===== src/design/ledwp_consts.svh =====
`ifndef LEDWP_CONSTS_SVH
`define LEDWP_CONSTS_SVH

// =====================================================
// Control word and RAM byte field positions
`define LEDWP_BIT_ADDR_LO 0
`define LEDWP_BIT_ADDR_HI 2
`define LEDWP_BIT_BANK 3
`define LEDWP_BIT_POWER 4
`define LEDWP_BIT_RAW 5
`define LEDWP_BIT_SCHEME 6
`define LEDWP_BIT_SEQ 7
`define LEDWP_BIT_DP 7
`define LEDWP_CHAR_LO 0
`define LEDWP_CHAR_HI 3

// =====================================================
// Reset values, widths, last digit and bank A
`define LEDWP_CTRL_RESET 8'h00
`define LEDWP_TICK_W 16
`define LEDWP_LAST_DIGIT 3'h7
`define LEDWP_BANK_A 1'b1

// =====================================================
// Timing
`define LEDWP_CLK_HZ 10000000
`define LEDWP_CLK_NS 100
`define LEDWP_SCAN_HZ 390
`define LEDWP_GAP_NS 2000
// Per-digit period, rounded down
`define LEDWP_SCAN_CYCLES (`LEDWP_CLK_HZ / `LEDWP_SCAN_HZ)
// Least gap, rounded up
`define LEDWP_GAP_CYCLES ((`LEDWP_GAP_NS + `LEDWP_CLK_NS - 1) / `LEDWP_CLK_NS)

`endif


===== src/design/ledwp_pkg.sv =====
package ledwp_pkg;

    // =====================================================
    // Host write port
    typedef struct packed {
        logic [7:0] data;
        logic ctrl_sel;
        logic write_strobe;
    } ledwp_host_s;

    // =====================================================
    // Display drive: seg[7] is the decimal point, seg[6:0] are g..a
    typedef struct packed {
        logic [7:0] seg;
        logic [7:0] digit;
    } ledwp_drive_s;

    // Gray along off -> gap -> drive
    typedef enum logic [1:0] {
        LEDWP_SCAN_OFF = 2'h0,
        LEDWP_SCAN_GAP = 2'h1,
        LEDWP_SCAN_DRIVE = 2'h3
    } ledwp_scan_e;

    typedef struct packed {
        logic strobe_q;
        logic [7:0] ctrl;
        logic seq_active;
        logic [2:0] seq_ptr;
        logic [1:0][7:0][7:0] ram;
        ledwp_scan_e scan;
        logic [15:0] tick;
        logic [2:0] digit_idx;
        ledwp_drive_s drive;
    } ledwp_state_s;

endpackage : ledwp_pkg


===== src/design/ledwp_top.sv =====
`timescale 1ns/1ps
`include "ledwp_consts.svh"

// Function
// Byte captured on rising write strobe
// Select high loads control, low loads RAM
// Control bit 6: hex or Code B
// Control bit 5: raw bits, no decoding
// Top bit: sequential data follows
// Bit 4 low: scan stops, display blank
// Low three bits: single-digit address
// Bit 3 picks RAM bank in decode
// RAM byte; top bit is decimal point
// Eight segment and eight digit drives
// One digit at a time, 390 Hz
// At least 2 us blank between digits
// Eight sequential writes fill digits 1..8
// No-decode: each bit drives one segment
module ledwp_top #(
    parameter int unsigned SCAN_CYCLES = `LEDWP_SCAN_CYCLES
) (
    // Clock and reset
    input wire logic ref_clk_i,
    input wire logic reset_i,
    // Host write port
    input wire ledwp_pkg::ledwp_host_s host_i,
    // Display drive
    output ledwp_pkg::ledwp_drive_s drive_o
);

    // =====================================================
    // Scan timing
    localparam logic [15:0] GAP_LAST = 16'(`LEDWP_GAP_CYCLES - 1);
    localparam logic [15:0] DRIVE_LAST = 16'(SCAN_CYCLES - `LEDWP_GAP_CYCLES - 1);

    ledwp_pkg::ledwp_state_s st;
    ledwp_pkg::ledwp_state_s next_st;

    // Write port decode
    logic strobe_rise;
    logic wr_ctrl;
    logic wr_ram;
    logic wr_bank;
    logic [2:0] wr_addr;

    // Control and scan decode
    logic scan_on;
    logic raw_mode;
    logic hex_mode;
    logic gap_done;
    logic drive_done;
    logic [7:0] cur_seg;

    // =====================================================
    // Hexadecimal character table
    function automatic logic [6:0] hex_seg_of(input logic [3:0] char_code);
        hex_seg_of = 7'h00;
        unique case (char_code)
            4'h0: hex_seg_of = 7'h3f;
            4'h1: hex_seg_of = 7'h06;
            4'h2: hex_seg_of = 7'h5b;
            4'h3: hex_seg_of = 7'h4f;
            4'h4: hex_seg_of = 7'h66;
            4'h5: hex_seg_of = 7'h6d;
            4'h6: hex_seg_of = 7'h7d;
            4'h7: hex_seg_of = 7'h07;
            4'h8: hex_seg_of = 7'h7f;
            4'h9: hex_seg_of = 7'h6f;
            4'ha: hex_seg_of = 7'h77;
            4'hb: hex_seg_of = 7'h7c;
            4'hc: hex_seg_of = 7'h39;
            4'hd: hex_seg_of = 7'h5e;
            4'he: hex_seg_of = 7'h79;
            4'hf: hex_seg_of = 7'h71;
        endcase
    endfunction : hex_seg_of

    // =====================================================
    // Code B character table: digits, dash, E, H, L, P and blank
    function automatic logic [6:0] codeb_seg_of(input logic [3:0] char_code);
        codeb_seg_of = 7'h00;
        unique case (char_code)
            4'h0: codeb_seg_of = 7'h3f;
            4'h1: codeb_seg_of = 7'h06;
            4'h2: codeb_seg_of = 7'h5b;
            4'h3: codeb_seg_of = 7'h4f;
            4'h4: codeb_seg_of = 7'h66;
            4'h5: codeb_seg_of = 7'h6d;
            4'h6: codeb_seg_of = 7'h7d;
            4'h7: codeb_seg_of = 7'h07;
            4'h8: codeb_seg_of = 7'h7f;
            4'h9: codeb_seg_of = 7'h6f;
            4'ha: codeb_seg_of = 7'h40;
            4'hb: codeb_seg_of = 7'h79;
            4'hc: codeb_seg_of = 7'h76;
            4'hd: codeb_seg_of = 7'h38;
            4'he: codeb_seg_of = 7'h73;
            4'hf: codeb_seg_of = 7'h00;
        endcase
    endfunction : codeb_seg_of

    // =====================================================
    // Segment pattern of one RAM byte
    function automatic logic [7:0] seg_of(input logic [7:0] ram_byte, input logic raw,
        input logic hex);
        // Decimal point passes through in every mode
        // raw segments
        if (raw) begin
            seg_of = ram_byte;
        // scheme choice
        end else if (hex) begin
            seg_of = {ram_byte[`LEDWP_BIT_DP], hex_seg_of(ram_byte[`LEDWP_CHAR_HI:`LEDWP_CHAR_LO])};
        end else begin
            seg_of = {ram_byte[`LEDWP_BIT_DP], codeb_seg_of(ram_byte[`LEDWP_CHAR_HI:`LEDWP_CHAR_LO])};
        end
    endfunction : seg_of

    // =====================================================
    // Next state
    always_comb begin
        next_st = st;
        next_st.strobe_q = host_i.write_strobe;
        // rising edge capture
        strobe_rise = host_i.write_strobe && !st.strobe_q;
        // target select
        wr_ctrl = strobe_rise && host_i.ctrl_sel;
        wr_ram = strobe_rise && !host_i.ctrl_sel;
        // power bit
        scan_on = st.ctrl[`LEDWP_BIT_POWER];
        // decode option
        raw_mode = st.ctrl[`LEDWP_BIT_RAW];
        // decoding scheme
        hex_mode = st.ctrl[`LEDWP_BIT_SCHEME];
        // bank only matters when decoding; raw mode always uses bank A
        wr_bank = raw_mode ? `LEDWP_BANK_A : st.ctrl[`LEDWP_BIT_BANK];
        // single-digit address
        wr_addr = st.seq_active ? st.seq_ptr : st.ctrl[`LEDWP_BIT_ADDR_HI:`LEDWP_BIT_ADDR_LO];
        // gap and drive ends
        gap_done = (st.tick == GAP_LAST);
        drive_done = (st.tick == DRIVE_LAST);
        // current digit pattern
        cur_seg = seg_of(st.ram[wr_bank][st.digit_idx], raw_mode, hex_mode);

        if (wr_ctrl) begin
            next_st.ctrl = host_i.data;
            // sequential announce
            next_st.seq_active = host_i.data[`LEDWP_BIT_SEQ];
            next_st.seq_ptr = 3'h0;
        end
        if (wr_ram) begin
            // byte into RAM
            next_st.ram[wr_bank][wr_addr] = host_i.data;
            // digits in order
            if (st.seq_active) begin
                next_st.seq_ptr = st.seq_ptr + 3'h1;
                next_st.seq_active = (st.seq_ptr != `LEDWP_LAST_DIGIT);
            end
        end

        // shutdown stops scan
        if (!scan_on) begin
            next_st.scan = ledwp_pkg::LEDWP_SCAN_OFF;
            next_st.tick = 16'h0000;
            next_st.drive = '0;
        end else begin
            // one digit at a time
            unique case (st.scan)
                ledwp_pkg::LEDWP_SCAN_OFF: begin
                    // Start with a gap so wake-up never overlaps a stale digit
                    next_st.scan = ledwp_pkg::LEDWP_SCAN_GAP;
                    next_st.tick = 16'h0000;
                    next_st.drive = '0;
                end
                ledwp_pkg::LEDWP_SCAN_GAP: begin
                    // blank gap
                    next_st.tick = st.tick + 16'h0001;
                    if (gap_done) begin
                        next_st.scan = ledwp_pkg::LEDWP_SCAN_DRIVE;
                        next_st.tick = 16'h0000;
                        next_st.drive.digit = 8'h01 << st.digit_idx;
                        next_st.drive.seg = cur_seg;
                    end
                end
                ledwp_pkg::LEDWP_SCAN_DRIVE: begin
                    // segment and digit drive; data refreshes live
                    next_st.tick = st.tick + 16'h0001;
                    next_st.drive.seg = cur_seg;
                    if (drive_done) begin
                        next_st.scan = ledwp_pkg::LEDWP_SCAN_GAP;
                        next_st.tick = 16'h0000;
                        next_st.digit_idx = st.digit_idx + 3'h1;
                        next_st.drive = '0;
                    end
                end
                default: begin
                    next_st.scan = ledwp_pkg::LEDWP_SCAN_OFF;
                    next_st.drive = '0;
                end
            endcase
        end
    end

    // =====================================================
    // State register
    always_ff @(posedge ref_clk_i or posedge reset_i) begin
        if (reset_i) begin
            // Power up in shutdown with a blank RAM
            st.strobe_q <= 1'b0;
            st.ctrl <= `LEDWP_CTRL_RESET;
            st.seq_active <= 1'b0;
            st.seq_ptr <= 3'h0;
            st.ram <= '0;
            st.scan <= ledwp_pkg::LEDWP_SCAN_OFF;
            st.tick <= 16'h0000;
            st.digit_idx <= 3'h0;
            st.drive <= '0;
        end else begin
            st <= next_st;
        end
    end

    // =====================================================
    // Display outputs
    assign drive_o = st.drive;

endmodule : ledwp_top


===== config.mk =====
export PLATFORM = sky130hd
export DESIGN_NAME = ledwp_top
export DESIGN_NICKNAME = d
export VERILOG_FILES = /design/src/design/ledwp_pkg.sv /design/src/design/ledwp_top.sv
export VERILOG_INCLUDE_DIRS = /design/src /design/src/design
export SDC_FILE = /design/constraint.sdc
export NUM_CORES = 1
export LEC_CHECK = 0
export BUFFER_PORTS_ARGS = -buffer_cell sky130_fd_sc_hd__buf_2
export CELL_PAD_IN_SITES_DETAIL_PLACEMENT = 1
export CELL_PAD_IN_SITES_GLOBAL_PLACEMENT = 2
export CORE_MARGIN = 2
export CORE_UTILIZATION = 40
export DETAILED_ROUTE_END_ITERATION = 8
export GPL_TIMING_DRIVEN = 0
export HOLD_SLACK_MARGIN = 0.02
export PLACE_DENSITY = 0.73
export REMOVE_ABC_BUFFERS = 1
export SLEW_MARGIN = 15
export SYNTH_ARGS = -nofsm -noshare
export SYNTH_HDL_FRONTEND = slang
export SYNTH_SLANG_ARGS = --single-unit

===== constraint.sdc =====
create_clock -name ref_clk_i -period 5 [get_ports ref_clk_i]
set_input_delay 0.25 -clock ref_clk_i [delete_from_list [all_inputs] [get_ports ref_clk_i]]
set_output_delay 0.25 -clock ref_clk_i [all_outputs]
set_load 0.02 [all_outputs]

==> out/qor.csv <==
metric,value,unit
Avg WL per Cell,21.8,µm
"Distinct cells, synth",61,
Slew @ Worst Pin,1.05,ns
power per cell area,465,nW/µm²
Post-Synth Simple-Gate Area,7.04,%
TritonCTS buffer count,17,
sequential area share after synthesis,50.0,%
Final GP Congestion,0.850,
Synth Area in Compound Gates,7.97,%
sequential fraction of design power,43.1,%
Logic pwr share,25.2,%
class of the most critical setup path,register to register,
Critical Path AT,4.17,ns
post-synthesis mux area share,28.4,%
IO buf count,27,
via count,5393,
core area,21200,µm²
"EDFF count, synth",0,
DRC,0,
"Reg clk slew, reported paths",0.07,ns
P&R area growth vs syn,10.4,%
gr usage total,19.5,%
post-synthesis instance total,658,
final cycle utilization of the critical path,76.4,%
Worst Path Max Fanout,19,
largest family of logic cells by synthesized area,multiplexers,
Root Driver,clkbuf_16,
fmax,262,MHz
placed cell count,913,
Sink Count,173,
initial antenna violation count,0,
die height,151,µm
CP endpoint kind,register,
final WL,20700,µm
CP Launch Type,register,
final number of setup-violating endpoints,0,
sw power,1.33,mW
first-pass GRT wire length,33400,µm
# rows,53,
"Setup Fix Bufs, Post-CTS",0,
Post-Synth Adder-Cell Area,2.17,%
Final Max Slew Viols,0,
Vias/cell,5.69,
most frequent CP cell,inv_1,
Clk pwr share,31.7,%
sw frac,30.0,%
number of global-route vias before repair,5893,
Initial DRC Count,190,
Final Hold Violating Endpoints,0,
critical path's largest stage delay,1.01,ns
layout cell share with drive strength beyond 1,35.7,%
Die ar.,22800,µm²
Post-Syn Area,8650,µm²
clock latency on the worst-skew pair,0.43,ns
ys async rst share,100,%
DR pass1 iterations,4,
largest net degree at the start of global routing,104,
outcome,finished clean,
Placed Area,8890,µm²
Layout fillers,2137,
relative slew slack,29.5,%
Synth Area in XOR/XNOR,0.202,%
Synth warnings,0,
Top delay family on crit path,multiplexers,
H-tree depth,4,
io pins,28,
"Critical Path, Cell by Cell",mux4_1 -> mux2i_1 -> mux2_2 -> inv_1 -> ha_1 -> inv_1 -> a21oi_1 -> a221oi_1 -> a211oi_1 -> o21ai_1,
"commonest non-fill, non-tap cell in the layout",dfrtp_1,
VDD IR max,0.226,mV
clock skew,0.0171,ns
"FF+latch count, synth",173,
starting density of the core,40.9,%
worst hold path class,input port to register,
Post-synth top flop,dfrtp_1,
max-capacitance violation count,0,
Final nets,687,
RSZ-0062 raised after global routing,false,
Final TNS setup,0,ns
Worst EP required,5.35,ns
worst-case clock buffer depth,2,
final std cells w/o fill,948,
post-route ant nets,0,
most frequent cells in the layout,"dfrtp_1, mux2_2, nand2_1",
Final Cell Area,9550,µm²
Pint,3.11,mW
CTS tree,built,
Die W,151,µm
Mapped Avg Cell Area,13.2,µm²
crit path time final,3.82,ns
CP bufs+invs,2,
number of antenna diodes,0,
global route overflow,0,
placed wire-length estimate,14100,µm
static leakage,4.39,nW
Crit-path slowest cell,dfrtp_1,
worst register-to-register path, delay by kind of cell, from the launching register on:
kind                       cells  cell delay, ns
DFF                            1            1.01
muxes                          3            1.59
adders and majority gates      1            0.22
AOI/OAI and AO/OA              4            0.71
buffers and inverters          2            0.23
kinds of logic (layout without fill, tap and decap cells):
kind of cell | count (synthesis) | count (layout)
multiplexers | 182 | 182
flip-flops | 173 | 173
AND/OR/NAND/NOR | 123 | 123
AO/OA/AOI/OAI | 97 | 97
buffers and inverters | 66 | 81
adder cells (fa/ha/maj) | 15 | 15
XOR/XNOR | 2 | 2
final timing paths:
check / startpoint / end / slack, ns / depth (start not counted)
min in group asynchronous: reset_i / async pin / 0.41 / 3
max: st[17] / drive_o[13] / 1.18 / 10
max in group asynchronous: reset_i / async pin / 3.72 / 4
min: host_i[1] / st[168] / 0.13 / 2
max reg2reg: st[17] / drive_o[13] / 1.18 / 10
min reg2reg: drive_o[7] / drive_o[7] / 0.47 / 2
per-layer routing:
metal	share of wire [%]	up-vias	wire length, µm	track usage, %
met3	2.2	19	453	3.52
met5	0	-	0	0
li1	-	2444	-	-
met2	52	55	10800	34.3
met4	1.3	0	276	4.86
met1	44	2875	9120	24.9
layout make-up:
cell class / count / area [µm²] / area share (%)
clock buffers: 17 / 425 / 4.45
multi-input cells: 419 / 3970 / 41.6
inverters: 18 / 80.1 / 0.838
clock inverters: 15 / 200 / 2.10
repair buffers: 31 / 203 / 2.12
well taps: 275 / 344 / 3.60
flip-flops and latches: 173 / 4330 / 45.3
power by group through the flow:
stage / combinational, mW / sequential [mW] / clock, mW
4_1_cts: 1.13 / 1.91 / 1.45
3_5_place_dp: 1.11 / 1.94 / 0
2_1_floorplan: 0.845 / 1.86 / 0
6_report: 1.12 / 1.91 / 1.41
3_3_place_gp: 1.07 / 1.90 / 0
5_1_grt: 1.22 / 1.95 / 1.52
synth_stat cells, drive strengths merged, types with 2 or more instances:
cell	number	share of area (%)
a32o	8	0.93
nand3	9	0.52
a31oi	5	0.36
o41ai	2	0.29
dfrtp	173	50
nand2	47	2.1
o31ai	2	0.17
nand2b	4	0.29
a211oi	3	0.26
nor2b	4	0.29
a21oi	10	0.58
a221oi	2	0.20
inv	18	0.84
nor4	4	0.43
and3	8	0.58
a22oi	2	0.49
o21a	2	0.17
clkbuf	16	0.69
mux2i	10	1.2
mux4	35	9.4
o21ai	39	2.3
o211ai	4	0.35
mux2	137	18
nor3b	2	0.17
nand4	3	0.22
o32ai	4	0.40
a22o	6	0.61
ha	15	2.2
buf	32	2.7
nor3	9	0.64
nor2	27	1.3
stage by stage:
stage          hold slack [ns]  power (mW)  utilization (%)  worst slack [ns]
2_1_floorplan            0.281        2.71                -            0.0615
3_3_place_gp             0.377        2.97             41.8             -1.71
3_5_place_dp             0.352        3.05             42.0             0.861
4_1_cts                  0.114        4.49             45.1             0.781
5_1_grt                  0.133        4.69             45.2             0.903
6_report                 0.131        4.44             45.2              1.18
timing repair:
action                                 4_1_cts  5_1_grt
gates resized for setup                      0        0
hold buffers                                 2        0
endpoints found under the hold margin       71        0
(Power assumes the default switching activity.)
